File: config.mk
export PLATFORM = sky130hd
export DESIGN_NAME = smbus_slave_register_port
export DESIGN_NICKNAME = d
export VERILOG_FILES = /design/src/rtl/smbus_port_pkg.sv /design/src/rtl/smbus_slave_register_port.sv
export SDC_FILE = /design/constraint.sdc
export NUM_CORES = 1
export LEC_CHECK = 0
export BUFFER_PORTS_ARGS = -buffer_cell sky130_fd_sc_hd__buf_2
export CAP_MARGIN = 20
export CORE_UTILIZATION = 40
export CTS_CLUSTER_SIZE = 8
export DETAILED_ROUTE_END_ITERATION = 8
export GPL_TIMING_DRIVEN = 0
export PLACE_DENSITY_LB_ADDON = 0.05
export SETUP_SLACK_MARGIN = 0.02
export SYNTH_ARGS = -nofsm -noshare
export SYNTH_HDL_FRONTEND = slang
export SYNTH_SLANG_ARGS = --single-unit
File: constraint.sdc
create_clock -name sys_clk_i -period 4.15 [get_ports sys_clk_i]
set_input_delay 0.2075 -clock sys_clk_i [delete_from_list [all_inputs] [get_ports sys_clk_i]]
set_output_delay 0.2075 -clock sys_clk_i [all_outputs]
set_load 0.01 [all_outputs]
File: src/rtl/smbus_port_pkg.sv
// Shared constants, types and block table for the SMBus slave register port
`default_nettype none
package smbus_port_pkg;
   localparam logic [4:0] ADDR_HI     = 5'h0B;
   localparam logic [7:0] REG_LAST    = 8'hEF;
   localparam logic [7:0] CMD_BLK_WR  = 8'hF0;
   localparam logic [7:0] CMD_BLK_PC  = 8'hF1;
   localparam logic [7:0] CMD_FIX_LO  = 8'hF2;
   localparam logic [7:0] CMD_FIX_HI  = 8'hFD;
   localparam logic [7:0] BLK_MAX_LEN = 8'h20;
   localparam logic [7:0] IDLE_BYTE   = 8'hFF;
   localparam logic [3:0] BIT_LAST    = 4'h7;
   localparam logic [3:0] BIT_ACK     = 4'h8;
   localparam int unsigned CLK_MHZ      = 25;
   localparam int unsigned T_TIMEOUT_US = 25000;
   localparam int unsigned TIMEOUT_CYC  = T_TIMEOUT_US * CLK_MHZ;
   localparam int unsigned FIFO_DEPTH   = 2;

   typedef struct packed {
      logic [7:0] addr;
      logic [7:0] data;
   } wr_beat_t;

   typedef struct packed {
      logic [7:0] base;
      logic [7:0] len;
   } blk_t;

   typedef enum logic [2:0] {
      ST_IDLE,
      ST_ADDR,
      ST_WR,
      ST_RD,
      ST_IGNORE
   } bus_state_t;

   typedef enum logic [1:0] {
      MODE_REG,
      MODE_BLOCK,
      MODE_FIXED,
      MODE_NONE
   } cmd_mode_t;

   function automatic blk_t fixed_block(input logic [7:0] cmd);
      blk_t b;
      b = '{base: 8'h00, len: 8'h00};
      unique case (cmd)
         8'hF2:   b = '{base: 8'h40, len: 8'h08};
         8'hF3:   b = '{base: 8'h48, len: 8'h08};
         8'hF4:   b = '{base: 8'h50, len: 8'h06};
         8'hF5:   b = '{base: 8'h56, len: 8'h10};
         8'hF6:   b = '{base: 8'h67, len: 8'h04};
         8'hF7:   b = '{base: 8'h6E, len: 8'h08};
         8'hF8:   b = '{base: 8'h78, len: 8'h0C};
         8'hF9:   b = '{base: 8'h90, len: 8'h20};
         8'hFA:   b = '{base: 8'hB4, len: 8'h08};
         8'hFB:   b = '{base: 8'hC8, len: 8'h08};
         8'hFC:   b = '{base: 8'hD0, len: 8'h10};
         8'hFD:   b = '{base: 8'hE5, len: 8'h09};
         default: b = '{base: 8'h00, len: 8'h00};
      endcase
      return b;
   endfunction
endpackage
`default_nettype wire

File: src/rtl/smbus_slave_register_port.sv
// SMBus slave front end: bit engine, command decode, write buffer and read path
//
// Contract
// - Either bus line low past the timeout returns the bus machine to idle.
// - Device reset pin does not touch the bus machine; timeout or START does.
// - Data held low recovers by timeout; otherwise the first START reinitialises.
// - START or STOP mid write byte discards it; nothing is written.
// - START or STOP mid read byte suppresses the clear-on-read side effect.
// - Register addresses 00h..EFh; codes F0h..FDh are block commands, FEh and FFh are refused.
// - Send, write byte/word, block writes, reads, block reads, process call accepted.
// - No packet error checking, alert response or other transactions.
// - Base pointer does not advance across reads, process call included.
// - F0h selects block write, F1h selects block write/read process call.
// - F2h 8 bytes at 40h; F3h 8 at 48h; F4h 6 at 50h.
// - F5h 16 bytes at 56h; F6h 4 at 67h; F7h 8 at 6Eh.
// - F8h 12 bytes at 78h; F9h 32 at 90h; FAh 8 at B4h.
// - FBh 8 bytes at C8h; FCh 16 at D0h; FDh 9 at E5h.
// - Write byte: address, command, one data byte, STOP; each byte acknowledged.
// - Write word: address, command, low byte, high byte, STOP; all acknowledged for commands below EFh.
// - Slave address upper five bits fixed, low two from select; latched once.
// - Block write: F0h, count up to 32, first data byte is start address.
`default_nettype none

module beat_fifo #(
   parameter int unsigned WIDTH = 16,
   parameter int unsigned DEPTH = 2
) (
   input  wire logic             clk_i,
   input  wire logic             rstn_i,
   input  wire logic             in_valid_i,
   output logic                  in_ready_o,
   input  wire logic [WIDTH-1:0] in_data_i,
   output logic                  out_valid_o,
   input  wire logic             out_ready_i,
   output logic [WIDTH-1:0]      out_data_o
);
   logic [WIDTH-1:0] mem_q [DEPTH];
   logic [WIDTH-1:0] mem_d [DEPTH];
   logic [DEPTH-1:0] vld_q;
   logic [DEPTH-1:0] vld_d;
   logic             pop;
   logic             push;
   logic             placed;

   // Head sits in entry 0 so out_valid_o and out_data_o are plain flops
   assign pop          = vld_q[0] & out_ready_i;
   assign in_ready_o   = ~vld_q[DEPTH-1] | out_ready_i;
   assign push         = in_valid_i & in_ready_o;
   assign out_valid_o  = vld_q[0];
   assign out_data_o   = mem_q[0];

   always_comb begin
      placed = 1'b0;
      vld_d  = vld_q;
      for (int i = 0; i < DEPTH; i++) begin
         mem_d[i] = mem_q[i];
      end
      if (pop) begin
         for (int i = 0; i < DEPTH - 1; i++) begin
            vld_d[i] = vld_q[i+1];
            mem_d[i] = mem_q[i+1];
         end
         vld_d[DEPTH-1] = 1'b0;
      end
      for (int i = 0; i < DEPTH; i++) begin
         if (push && !placed && !vld_d[i]) begin
            vld_d[i] = 1'b1;
            mem_d[i] = in_data_i;
            placed   = 1'b1;
         end
      end
   end

   always_ff @(posedge clk_i) begin
      if (!rstn_i) begin
         vld_q <= '0;
         for (int i = 0; i < DEPTH; i++) begin
            mem_q[i] <= '0;
         end
      end else begin
         vld_q <= vld_d;
         mem_q <= mem_d;
      end
   end
endmodule

module smbus_slave_register_port #(
   parameter int unsigned TIMEOUT_CYC = smbus_port_pkg::TIMEOUT_CYC
) (
   input  wire logic                     sys_clk_i,
   input  wire logic                     rstn_i,
   input  wire logic                     scl_i,
   output logic                          scl_o,
   output logic                          scl_oe_o,
   input  wire logic                     sda_i,
   output logic                          sda_o,
   output logic                          sda_oe_o,
   input  wire logic [1:0]               addr_sel_i,
   output logic                          wr_valid_o,
   input  wire logic                     wr_ready_i,
   output smbus_port_pkg::wr_beat_t      wr_beat_o,
   output logic [7:0]                    rd_addr_o,
   input  wire logic [7:0]               rd_data_i,
   output logic                          rd_done_o
);
   localparam int unsigned TW = $clog2(TIMEOUT_CYC + 1);

   logic [2:0]                  scl_sy_q, sda_sy_q;
   logic [1:0]                  sel_m_q, sel_s_q;
   logic                        scl_s, scl_p, sda_s, sda_p;
   logic                        scl_rise, scl_fall, start_det, stop_det;
   logic [TW-1:0]               tmo_cnt_q;
   logic                        tmo_hit;
   smbus_port_pkg::bus_state_t  state_q;
   smbus_port_pkg::cmd_mode_t   mode_q;
   logic [3:0]                  bit_cnt_q;
   logic [7:0]                  shift_q, tx_q, idx_q, rd_idx_q, ptr_q;
   logic [7:0]                  blk_base_q, blk_len_q;
   logic                        rw_q, pend_v_q, fifo_ready;
   smbus_port_pkg::wr_beat_t    pend_q, beat;
   logic                        addr_lat_q;
   logic [1:0]                  own_lsb_q;
   logic                        addr_match, byte_done, wr_ack, push_req;
   logic [8:0]                  wr_addr;
   logic [7:0]                  tx_byte;
   logic                        cmd_take;
   smbus_port_pkg::blk_t        fix;

   // Line sampling; stage 0 feeds only stage 1
   always_ff @(posedge sys_clk_i) begin
      if (!rstn_i) begin
         scl_sy_q <= 3'h7;
         sda_sy_q <= 3'h7;
         sel_m_q  <= 2'h0;
         sel_s_q  <= 2'h0;
      end else begin
         scl_sy_q <= {scl_sy_q[1:0], scl_i};
         sda_sy_q <= {sda_sy_q[1:0], sda_i};
         sel_m_q  <= addr_sel_i;
         sel_s_q  <= sel_m_q;
      end
   end

   assign scl_s     = scl_sy_q[1];
   assign scl_p     = scl_sy_q[2];
   assign sda_s     = sda_sy_q[1];
   assign sda_p     = sda_sy_q[2];
   assign scl_rise  = scl_s & ~scl_p;
   assign scl_fall  = ~scl_s & scl_p;
   assign start_det = scl_s & scl_p & sda_p & ~sda_s;
   assign stop_det  = scl_s & scl_p & ~sda_p & sda_s;

   // Own stretch excluded on both lines: our ACK holds SDA low meanwhile
   // Limitation: a line stuck during our stretch is seen once the buffer drains
   always_ff @(posedge sys_clk_i) begin
      if (!rstn_i) begin
         tmo_cnt_q <= '0;
      end else if (~pend_v_q & (~scl_s | ~sda_s)) begin
         if (!tmo_hit) begin
            tmo_cnt_q <= tmo_cnt_q + TW'(1);
         end
      end else begin
         tmo_cnt_q <= '0;
      end
   end
   assign tmo_hit = (tmo_cnt_q == TW'(TIMEOUT_CYC - 1));

   assign byte_done = scl_fall && (bit_cnt_q == smbus_port_pkg::BIT_LAST);
   assign cmd_take  = byte_done && (state_q == smbus_port_pkg::ST_WR) && (idx_q == 8'h00) && !tmo_hit;
   assign fix       = smbus_port_pkg::fixed_block(shift_q);
   assign addr_match = (shift_q[7:3] == smbus_port_pkg::ADDR_HI) &&
                       (shift_q[2:1] == (addr_lat_q ? own_lsb_q : sel_s_q));

   // Decode of a completed write-direction byte
   always_comb begin
      wr_ack   = 1'b0;
      push_req = 1'b0;
      wr_addr  = 9'h000;
      if (idx_q == 8'h00) begin
         wr_ack = (shift_q < smbus_port_pkg::CMD_FIX_LO) ||
                  (shift_q <= smbus_port_pkg::CMD_FIX_HI);
      end else begin
         unique case (mode_q)
            smbus_port_pkg::MODE_REG: begin
               wr_addr  = {1'b0, ptr_q} + {1'b0, idx_q} - 9'h001;
               push_req = (wr_addr <= {1'b0, smbus_port_pkg::REG_LAST});
               wr_ack   = push_req;
            end
            smbus_port_pkg::MODE_BLOCK: begin
               if (idx_q == 8'h01) begin
                  wr_ack = (shift_q != 8'h00) && (shift_q <= smbus_port_pkg::BLK_MAX_LEN);
               end else if (idx_q == 8'h02) begin
                  wr_ack = (shift_q <= smbus_port_pkg::REG_LAST);
               end else begin
                  wr_addr  = {1'b0, blk_base_q} + {1'b0, idx_q} - 9'h003;
                  push_req = ((idx_q - 8'h02) < blk_len_q) &&
                             (wr_addr <= {1'b0, smbus_port_pkg::REG_LAST});
                  wr_ack   = push_req;
               end
            end
            default: wr_ack = 1'b0;
         endcase
      end
   end
   assign beat = '{addr: wr_addr[7:0], data: shift_q};

   // Slave address latched at the first upper-bit match, kept until power-off
   always_ff @(posedge sys_clk_i) begin
      if (!rstn_i) begin
         addr_lat_q <= 1'b0;
         own_lsb_q  <= 2'h0;
      end else if (state_q == smbus_port_pkg::ST_ADDR && byte_done && !addr_lat_q && !tmo_hit &&
                   shift_q[7:3] == smbus_port_pkg::ADDR_HI) begin
         addr_lat_q <= 1'b1;
         own_lsb_q  <= sel_s_q;
      end
   end

   // Command byte: pointer, mode and block window
   always_ff @(posedge sys_clk_i) begin
      if (!rstn_i) begin
         ptr_q      <= 8'h00;
         mode_q     <= smbus_port_pkg::MODE_REG;
         blk_base_q <= 8'h00;
         blk_len_q  <= 8'h00;
      end else if (cmd_take) begin
         if (shift_q < smbus_port_pkg::CMD_BLK_WR) begin
            ptr_q  <= shift_q;
            mode_q <= smbus_port_pkg::MODE_REG;
         end else if (shift_q <= smbus_port_pkg::CMD_BLK_PC) begin
            mode_q <= smbus_port_pkg::MODE_BLOCK;
         end else if (shift_q <= smbus_port_pkg::CMD_FIX_HI) begin
            mode_q     <= smbus_port_pkg::MODE_FIXED;
            blk_base_q <= fix.base;
            blk_len_q  <= fix.len;
         end else begin
            mode_q <= smbus_port_pkg::MODE_NONE;
         end
      end else if (byte_done && state_q == smbus_port_pkg::ST_WR && !tmo_hit &&
                   mode_q == smbus_port_pkg::MODE_BLOCK && wr_ack) begin
         if (idx_q == 8'h01) begin
            blk_len_q <= shift_q;
         end else if (idx_q == 8'h02) begin
            blk_base_q <= shift_q;
         end
      end
   end

   // Completed bytes wait here; SCL is held low until the buffer takes them
   always_ff @(posedge sys_clk_i) begin
      if (!rstn_i) begin
         pend_v_q <= 1'b0;
         pend_q   <= '0;
      end else if (byte_done && state_q == smbus_port_pkg::ST_WR && push_req && !tmo_hit) begin
         pend_v_q <= 1'b1;
         pend_q   <= beat;
      end else if (fifo_ready) begin
         pend_v_q <= 1'b0;
      end
   end

   beat_fifo #(
      .WIDTH ($bits(smbus_port_pkg::wr_beat_t)),
      .DEPTH (smbus_port_pkg::FIFO_DEPTH)
   ) u_fifo (
      .clk_i        (sys_clk_i),
      .rstn_i       (rstn_i),
      .in_valid_i   (pend_v_q),
      .in_ready_o   (fifo_ready),
      .in_data_i    (pend_q),
      .out_valid_o  (wr_valid_o),
      .out_ready_i  (wr_ready_i),
      .out_data_o   (wr_beat_o)
   );

   // Read byte source: count byte first for block reads
   assign tx_byte = (mode_q == smbus_port_pkg::MODE_NONE) ? smbus_port_pkg::IDLE_BYTE :
                    (mode_q != smbus_port_pkg::MODE_REG && rd_idx_q == 8'h00) ? blk_len_q : rd_data_i;

   // Bus machine; rstn_i is power-on only, the device reset pin never reaches it
   always_ff @(posedge sys_clk_i) begin
      if (!rstn_i) begin
         state_q   <= smbus_port_pkg::ST_IDLE;
         bit_cnt_q <= 4'h0;
         shift_q   <= 8'h00;
         tx_q      <= 8'h00;
         idx_q     <= 8'h00;
         rd_idx_q  <= 8'h00;
         rw_q      <= 1'b0;
         sda_oe_o  <= 1'b0;
         rd_done_o <= 1'b0;
      end else begin
         rd_done_o <= 1'b0;
         if (tmo_hit) begin
            state_q  <= smbus_port_pkg::ST_IDLE;
            sda_oe_o <= 1'b0;
         end else if (start_det) begin
            state_q   <= smbus_port_pkg::ST_ADDR;
            // One below zero: the START's own SCL fall wraps it to zero
            bit_cnt_q <= 4'hF;
            idx_q     <= 8'h00;
            rd_idx_q  <= 8'h00;
            sda_oe_o  <= 1'b0;
         end else if (stop_det) begin
            state_q  <= smbus_port_pkg::ST_IDLE;
            sda_oe_o <= 1'b0;
         end else begin
            unique case (state_q)
               smbus_port_pkg::ST_ADDR, smbus_port_pkg::ST_WR: begin
                  if (scl_rise && bit_cnt_q < smbus_port_pkg::BIT_ACK) begin
                     shift_q <= {shift_q[6:0], sda_s};
                  end
                  if (byte_done) begin
                     bit_cnt_q <= smbus_port_pkg::BIT_ACK;
                     if (state_q == smbus_port_pkg::ST_ADDR) begin
                        sda_oe_o <= addr_match;
                        rw_q     <= shift_q[0];
                     end else begin
                        sda_oe_o <= wr_ack;
                     end
                  end else if (scl_fall && bit_cnt_q == smbus_port_pkg::BIT_ACK) begin
                     bit_cnt_q <= 4'h0;
                     if (!sda_oe_o) begin
                        state_q  <= smbus_port_pkg::ST_IGNORE;
                        sda_oe_o <= 1'b0;
                     end else if (state_q == smbus_port_pkg::ST_ADDR && rw_q) begin
                        state_q  <= smbus_port_pkg::ST_RD;
                        tx_q     <= {tx_byte[6:0], 1'b0};
                        sda_oe_o <= ~tx_byte[7];
                     end else begin
                        if (state_q == smbus_port_pkg::ST_WR && idx_q != 8'hFF) begin
                           idx_q <= idx_q + 8'h01;
                        end
                        state_q  <= smbus_port_pkg::ST_WR;
                        sda_oe_o <= 1'b0;
                     end
                  end else if (scl_fall) begin
                     bit_cnt_q <= bit_cnt_q + 4'h1;
                  end
               end
               smbus_port_pkg::ST_RD: begin
                  if (scl_fall && bit_cnt_q < smbus_port_pkg::BIT_LAST) begin
                     bit_cnt_q <= bit_cnt_q + 4'h1;
                     sda_oe_o  <= ~tx_q[7];
                     tx_q      <= {tx_q[6:0], 1'b0};
                  end else if (scl_fall && bit_cnt_q == smbus_port_pkg::BIT_LAST) begin
                     bit_cnt_q <= smbus_port_pkg::BIT_ACK;
                     sda_oe_o  <= 1'b0;
                  end else if (scl_rise && bit_cnt_q == smbus_port_pkg::BIT_ACK) begin
                     // Whole byte out: only now may a clear-on-read fire
                     rd_done_o <= (mode_q == smbus_port_pkg::MODE_REG) || (rd_idx_q != 8'h00) ||
                                  (mode_q == smbus_port_pkg::MODE_NONE);
                     if (sda_s) begin
                        state_q <= smbus_port_pkg::ST_IGNORE;
                     end else if (rd_idx_q != 8'hFF) begin
                        rd_idx_q <= rd_idx_q + 8'h01;
                     end
                  end else if (scl_fall && bit_cnt_q == smbus_port_pkg::BIT_ACK) begin
                     bit_cnt_q <= 4'h0;
                     tx_q      <= {tx_byte[6:0], 1'b0};
                     sda_oe_o  <= ~tx_byte[7];
                  end
               end
               default: sda_oe_o <= 1'b0;
            endcase
         end
      end
   end

   // Read address follows the in-transaction index; the base pointer stays put
   always_ff @(posedge sys_clk_i) begin
      if (!rstn_i) begin
         rd_addr_o <= 8'h00;
         scl_oe_o  <= 1'b0;
         scl_o     <= 1'b0;
         sda_o     <= 1'b0;
      end else begin
         rd_addr_o <= (mode_q == smbus_port_pkg::MODE_REG) ? ptr_q + rd_idx_q :
                      blk_base_q + rd_idx_q - 8'h01;
         scl_oe_o  <= (byte_done && state_q == smbus_port_pkg::ST_WR && push_req) ||
                      (pend_v_q && !fifo_ready);
      end
   end
endmodule
`default_nettype wire
# ---- After elaboration in Yosys (flattened, before gate mapping)
# Cells that the tools add are included.
# Widths: inputs -> output; s select.
dict set report word_totals {
  reg_bits 161
  in_bits 15
  out_inout_bits 30
  elab_cells 308
}
dict set report classes {
  addsub 12
  magnitude_cmp 11
  n_eq_ne 58
  n_mux 97
  bitwise_logic 26
  reduce_logical 75
}
# cell count
set ops {}
lappend ops {{$mux 8} 43}
lappend ops {{$pmux 16 s12} 1}
lappend ops {{$eq 8x8->1 const B} 12}
lappend ops {{$mux 4} 9}
lappend ops {{$mux 16} 2}
lappend ops {{$ne 4x4->1 const B} 8}
lappend ops {{$pmux 8 s2} 2}
lappend ops {{$ne 2x2->1 const B} 15}
lappend ops {{$reduce_bool 2->1} 14}
lappend ops {{$logic_and 1x1->1} 27}
lappend ops {{$le 8x8->1 const B} 3}
lappend ops {{$mux 1} 24}
lappend ops {{$mux 3} 7}
lappend ops {{$add 20x1->20 const B} 1}
lappend ops {{$eq 20x20->1 const B} 1}
lappend ops {{$add 8x8->9} 2}
lappend ops {{$le 9x8->1 const B} 2}
lappend ops {{$reduce_and 6->1} 3}
lappend ops {{$add 8x1->8 const B} 2}
lappend ops {{$add 8x8->8} 2}
lappend ops {{$logic_not 8->1} 2}
lappend ops {{$lt 8x8->1 const B} 2}
lappend ops {{$ne 8x8->1 const B} 2}
lappend ops {{$reduce_and 8->1} 2}
lappend ops {{43 further kinds} 91}

# ---- Depth between registers and ports, before layout
dict set report depth {
  depth_word 11
  ltp_mapped 14
  ltp_nobuf 13
}

# ---- Hierarchy
# Synthesis repeated with hierarchy kept, for this count alone.
dict set report unflattened {
  hier_cells 1242
  hier_area_um2 9987.1
}
# module n_inst cells_per_inst area_each_um2 seq_area_each_um2
set by_module_without_submodules {}
lappend by_module_without_submodules {smbus_slave_register_port 1 1028 8206.6 2522.4}
lappend by_module_without_submodules {beat_fifo 1 214 1780.5 680.7}

# ---- Worst setup path after synthesis
# No wires, ideal clock.
dict set report synth_timing {
  kind {reg-to-reg}
  from {register idx_q[2]}
  to {register pend_q[11] (netlist name)}
  setup_time_ns 0.072
  arrival_ns 2.875
  required_time_ns 4.078
  slack_ns 1.203
  stages_incl_launch_ff 13
  path_buffers 1
  synth_period_minus_slack_ns 2.947
  cell_sequence {dfxtp_1 > inv_1 > ha_1 > inv_1 > ha_1 > a211oi_1 > o21ai_0 > and3b_1 > a2111oi_2 > nand4bb_1 > nand2_2 > buf_6 > mux2i_1}
}
dict set report synth_via {
  elab_chain_cells 10
  word_cells_on_any_way 22
  classes_between {add/sub: 5; order compare: 3; eq/ne: 2; mux: 8; reduce/logical: 4}
}
# element line_no
set synth_rtl {}
lappend synth_rtl {{from (decl)} smbus_slave_register_port.sv:117} ;# logic [7:0] shift_q, tx_q, idx_q, rd_idx_q, ptr_q;
lappend synth_rtl {{from (signal assigned)} smbus_slave_register_port.sv:332} ;# idx_q <= idx_q + 8'h01;
lappend synth_rtl {{$add 8x8->9} smbus_slave_register_port.sv:195} ;# wr_addr = {1'b0, blk_base_q} + {1'b0, idx_q} - 9'h003;
lappend synth_rtl {{$sub 9x2->9} smbus_slave_register_port.sv:195}
lappend synth_rtl {{$le 9x8->1} smbus_slave_register_port.sv:197} ;# (wr_addr <= {1'b0, smbus_port_pkg::REG_LAST});
lappend synth_rtl {{$logic_and 1x1->1} smbus_slave_register_port.sv:196} ;# push_req = ((idx_q - 8'h02) < blk_len_q) &&
lappend synth_rtl {{$mux 1} smbus_slave_register_port.sv:192} ;# end else if (idx_q == 8'h02) begin
lappend synth_rtl {{$mux 1} smbus_slave_register_port.sv:190} ;# if (idx_q == 8'h01) begin
lappend synth_rtl {{$pmux 1 s2} smbus_slave_register_port.sv:183} ;# unique case (mode_q)
lappend synth_rtl {{$mux 1} smbus_slave_register_port.sv:179} ;# if (idx_q == 8'h00) begin
lappend synth_rtl {{$logic_and 1x1->1 (2 in a row)} smbus_slave_register_port.sv:254} ;# end else if (byte_done && state_q == smbus_port_pkg::ST_WR && push_req && !tmo_hit) begin
lappend synth_rtl {{to (signal assigned)} smbus_slave_register_port.sv:256} ;# pend_q <= beat;
lappend synth_rtl {{to (decl)} smbus_slave_register_port.sv:120} ;# smbus_port_pkg::wr_beat_t pend_q, beat;
# Parallel ways exist; a longest one is shown, timed or not.
# A chain may end at the register's enable or synchronous reset.

# ---- Final worst setup path
# Ends and elaborated chain as after synthesis.

==> flow_metrics.env <==
export IMPL_status="finished, final reports clean"
export IMPL_synth_edf_count=0
export IMPL_rsz0062_at_grt="no"
export IMPL_fin_crit_sh=0.8889
export IMPL_die_h_um=159.4
export IMPL_synth_top_area_frac=0.3233
export IMPL_cp_end_kind="register"
export IMPL_h_tree_depth=4
export IMPL_hp_start="rstn_i"
export IMPL_routedWlPerCell_um=17.26
export IMPL_hold_path_class="in -> reg"
export IMPL_drive_above_1_share=0.09985
export IMPL_whs_ps=97.19
export IMPL_initial_core_util=0.4074
export IMPL_reg2reg_to="pend_q[11]$_SDFFE_PN0P_"
export IMPL_insertedDiodeCount=0
export IMPL_drc=0
export IMPL_vias_per_cell=5.250
export IMPL_cts_num_sinks=160
export IMPL_postCtsSetupRepairBufs=0
export IMPL_min_path_cells=2
export IMPL_tightest_slew_ps=894.4
export IMPL_cts_root_buffer="clkbuf_16"
export IMPL_r2r_start="idx_q[2]$_SDFFE_PN0P_"
export IMPL_wl_um=28420
export IMPL_crit_chain="inv_1, ha_1, inv_1, ha_1, a211oi_1, o21ai_0, and3b_1, a2111oi_2, nand4bb_1, nand2_2, buf_6, mux2i_1"
export IMPL_power_leakage_nw=4.408
export IMPL_hpwl_um=21690
export IMPL_yosys_area_share_adder=0.09497
export IMPL_cts_tree="done"
export IMPL_cts_inserted_buffers=17
export IMPL_layout_commonest_cell="nand2_1"
export IMPL_placed_area_sq_um=10520
export IMPL_synth_warnings=0
export IMPL_synthDistinctLibCells=83
export IMPL_port_buffers=41
export IMPL_async_flop_share=0
export IMPL_yosysTopAreaCell="dfxtp_1"
export IMPL_syn2layout_area_growth_pct=12.83
export IMPL_power_density_nw_per_um2=295.7
export IMPL_muxShareOfSynthArea=0.04951
export IMPL_grt_max_degree=19
export IMPL_final_net_count=1396
export IMPL_ant_nets=0
export IMPL_stdcell_area_sq_um=11180
export IMPL_reg2reg_slack_ps=460
export IMPL_syn_inst=1244
export IMPL_synth_top_family_by_area="simple AND/OR/NAND/NOR gates"
export IMPL_ys_seq_area_frac=0.3233
export IMPL_crit_type="reg -> reg"
export IMPL_first_pass_iters=5
export IMPL_grt_usage=0.2287
export IMPL_critPathMaxStageDelay_ps=430
export IMPL_rows=57
export IMPL_drv_cap=0
export IMPL_postSynthAreaPerCell_sq_um=7.964
export IMPL_post_route_util=0.4596
export IMPL_drt_iter0_drc=548
export IMPL_cts_resized=0
export IMPL_mappedNetlistArea_sq_um=9907
export IMPL_core_sq_um=24320
export IMPL_synthFlopType="dfxtp_1"
export IMPL_num_vias=8642
export IMPL_clkSlewWorstSetupHoldPaths_ps=70
export IMPL_ys_ff_latch=160
export IMPL_layout_common_cells="nand2_1 (169), dfxtp_1 (160), nor2_1 (136)"
export IMPL_fmax_mhz=271.1
export IMPL_skew_ps=15.81
export IMPL_synthXorXnorAreaFrac=0.04862
export IMPL_setup_tns_ps=0
export IMPL_grt_pass1_vias=8058
export IMPL_gp_routability_congestion=0.9072
export IMPL_startpoint_type="register"
export IMPL_crit_fanout=10
export IMPL_period_needed_ps=3689
export IMPL_synth_area_top_cells="dfxtp_1 (32%), ha_1 (8.6%), nand2_1 (6.4%)"
export IMPL_cp_arrival_ps=4050
export IMPL_synth_simple_area_share=0.2449
export IMPL_ios=45
export IMPL_die_w_um=159.4
export IMPL_relSlewSlack=0.4037
export IMPL_rr_worst_depth=12
export IMPL_clockBufferDepth=2
export IMPL_min_to="sda_sy_q[2]$_SDFF_PN1_"
export IMPL_synth_compound_area_frac=0.1612
export IMPL_hold_violations=0
export IMPL_vdd_drop_max_mv=0.3069
export IMPL_drv_slew=0
export IMPL_cp_required_ps=4510
export IMPL_grt_pass1_wl_um=45350
export IMPL_crit_slowest_cell="dfxtp_1"
export IMPL_clk_latency_ps=440
export IMPL_grt_ovfl_total=0
export IMPL_setup_violations=0
export IMPL_dieArea_sq_um=25400
export IMPL_antenna_found_initial=0
-- metrics by stage --
step	total power, mW	setup WS, ps	std cells
after floorplan	1.640	1204	1245
after CTS	3.340	495.5	1646
after detailed placement	1.680	522.3	1610
after global placement	1.680	583.8	1610
after global routing	3.429	210.0	1646
final	3.305	461.1	1646
-- how the worst max path moves through the flow --
stage,from,end,slack [ps],cells past startpoint
6_report,idx_q[2]$_SDFFE_PN0P_,pend_q[11]$_SDFFE_PN0P_,460,12
5_1_grt,idx_q[2]$_SDFFE_PN0P_,pend_q[12]$_SDFFE_PN0P_,210,12
4_1_cts,idx_q[2]$_SDFFE_PN0P_,pend_q[9]$_SDFFE_PN0P_,500,12
3_5_place_dp,idx_q[2]$_SDFFE_PN0P_,pend_q[8]$_SDFFE_PN0P_,520,12
3_3_place_gp,idx_q[2]$_SDFFE_PN0P_,pend_q[13]$_SDFFE_PN0P_,580,12
2_1_floorplan,idx_q[2]$_SDFFE_PN0P_,pend_q[11]$_SDFFE_PN0P_,1200,12
-- cells in the mapped netlist (17+ instances only) --
cell and number:
nor3_1 26, nor2_1 136, xor2_1 24, a311oi_1 17
buf_4 20, inv_1 99, nand3_1 45, nand2_1 169
o21ai_0 36, xnor2_1 31, ha_1 68, clkbuf_1 44
dfxtp_1 160, mux2i_1 49, a21oi_1 75
-- report_power, final --
group	switching [mW]	leakage, nW	internal, mW
clock network	0.787	0.297	0.871
logic	0.0717	2.82	0.0293
registers	0.00557	1.29	1.54
total	0.864	4.41	2.44
-- flip-flops by register name (all words and copies together) (netlist names), 3 cells and up --
name               cells
bit_cnt_q              4
blk_base_q             8
blk_len_q              8
idx_q                  8
pend_q                16
ptr_q                  8
rd_addr_o              8
rd_idx_q               8
scl_sy_q               3
sda_sy_q               3
shift_q                8
state_q                3
tmo_cnt_q             20
tx_q                   7
u_fifo.mem_q          16
u_fifo.out_data_o     16
-- per-layer routing --
layer	share of wire	track usage	vias to the layer above
li1	-	-	4405
met1	0.49	0.3244	4043
met2	0.45	0.3630	178
met3	0.038	0.03022	16
met4	0.014	0.06075	0
met5	0	0	-
-- worst max-delay path: cells and delay by family (launching register included) --
| kind | cells | cell delay [ps] |
|---|---|---|
| buf+inv | 3 | 460 |
| flops | 1 | 430 |
| simple gates | 3 | 830 |
| compound gates | 3 | 1040 |
| mux | 1 | 190 |
| fa+ha+maj | 2 | 650 |
-- kinds of logic (layout without fill, tap and decap cells) --
group                      Yosys count  after routing
xor gates and xnor gates            55             55
DFF                                160            160
buffers and inverters              177            254
and+or+nand+nor                    501            501
other                                1              2
adders and majority gates           73             73
AOI/OAI and AO/OA                  228            228
muxes                               49             49
-- cell type report --
| class | instances | area, sq um |
|---|---|---|
| clock buffers | 17 | 425.4 |
| well taps | 324 | 405.4 |
| fillers | 2481 | 13140 |
| clock inverters | 15 | 191.4 |
| multi-input cells | 908 | 5943 |
| flip-flops and latches | 160 | 3203 |
| inverters | 99 | 371.6 |
| repair buffers | 45 | 245.2 |
| plain buffers | 78 | 392.9 |
-- what timing repair did --
item	CTS	global route
hold buffers	4	0
setup endpoints to repair	0	0
hold endpoints to repair	4	0
(Power assumes the default switching activity.)
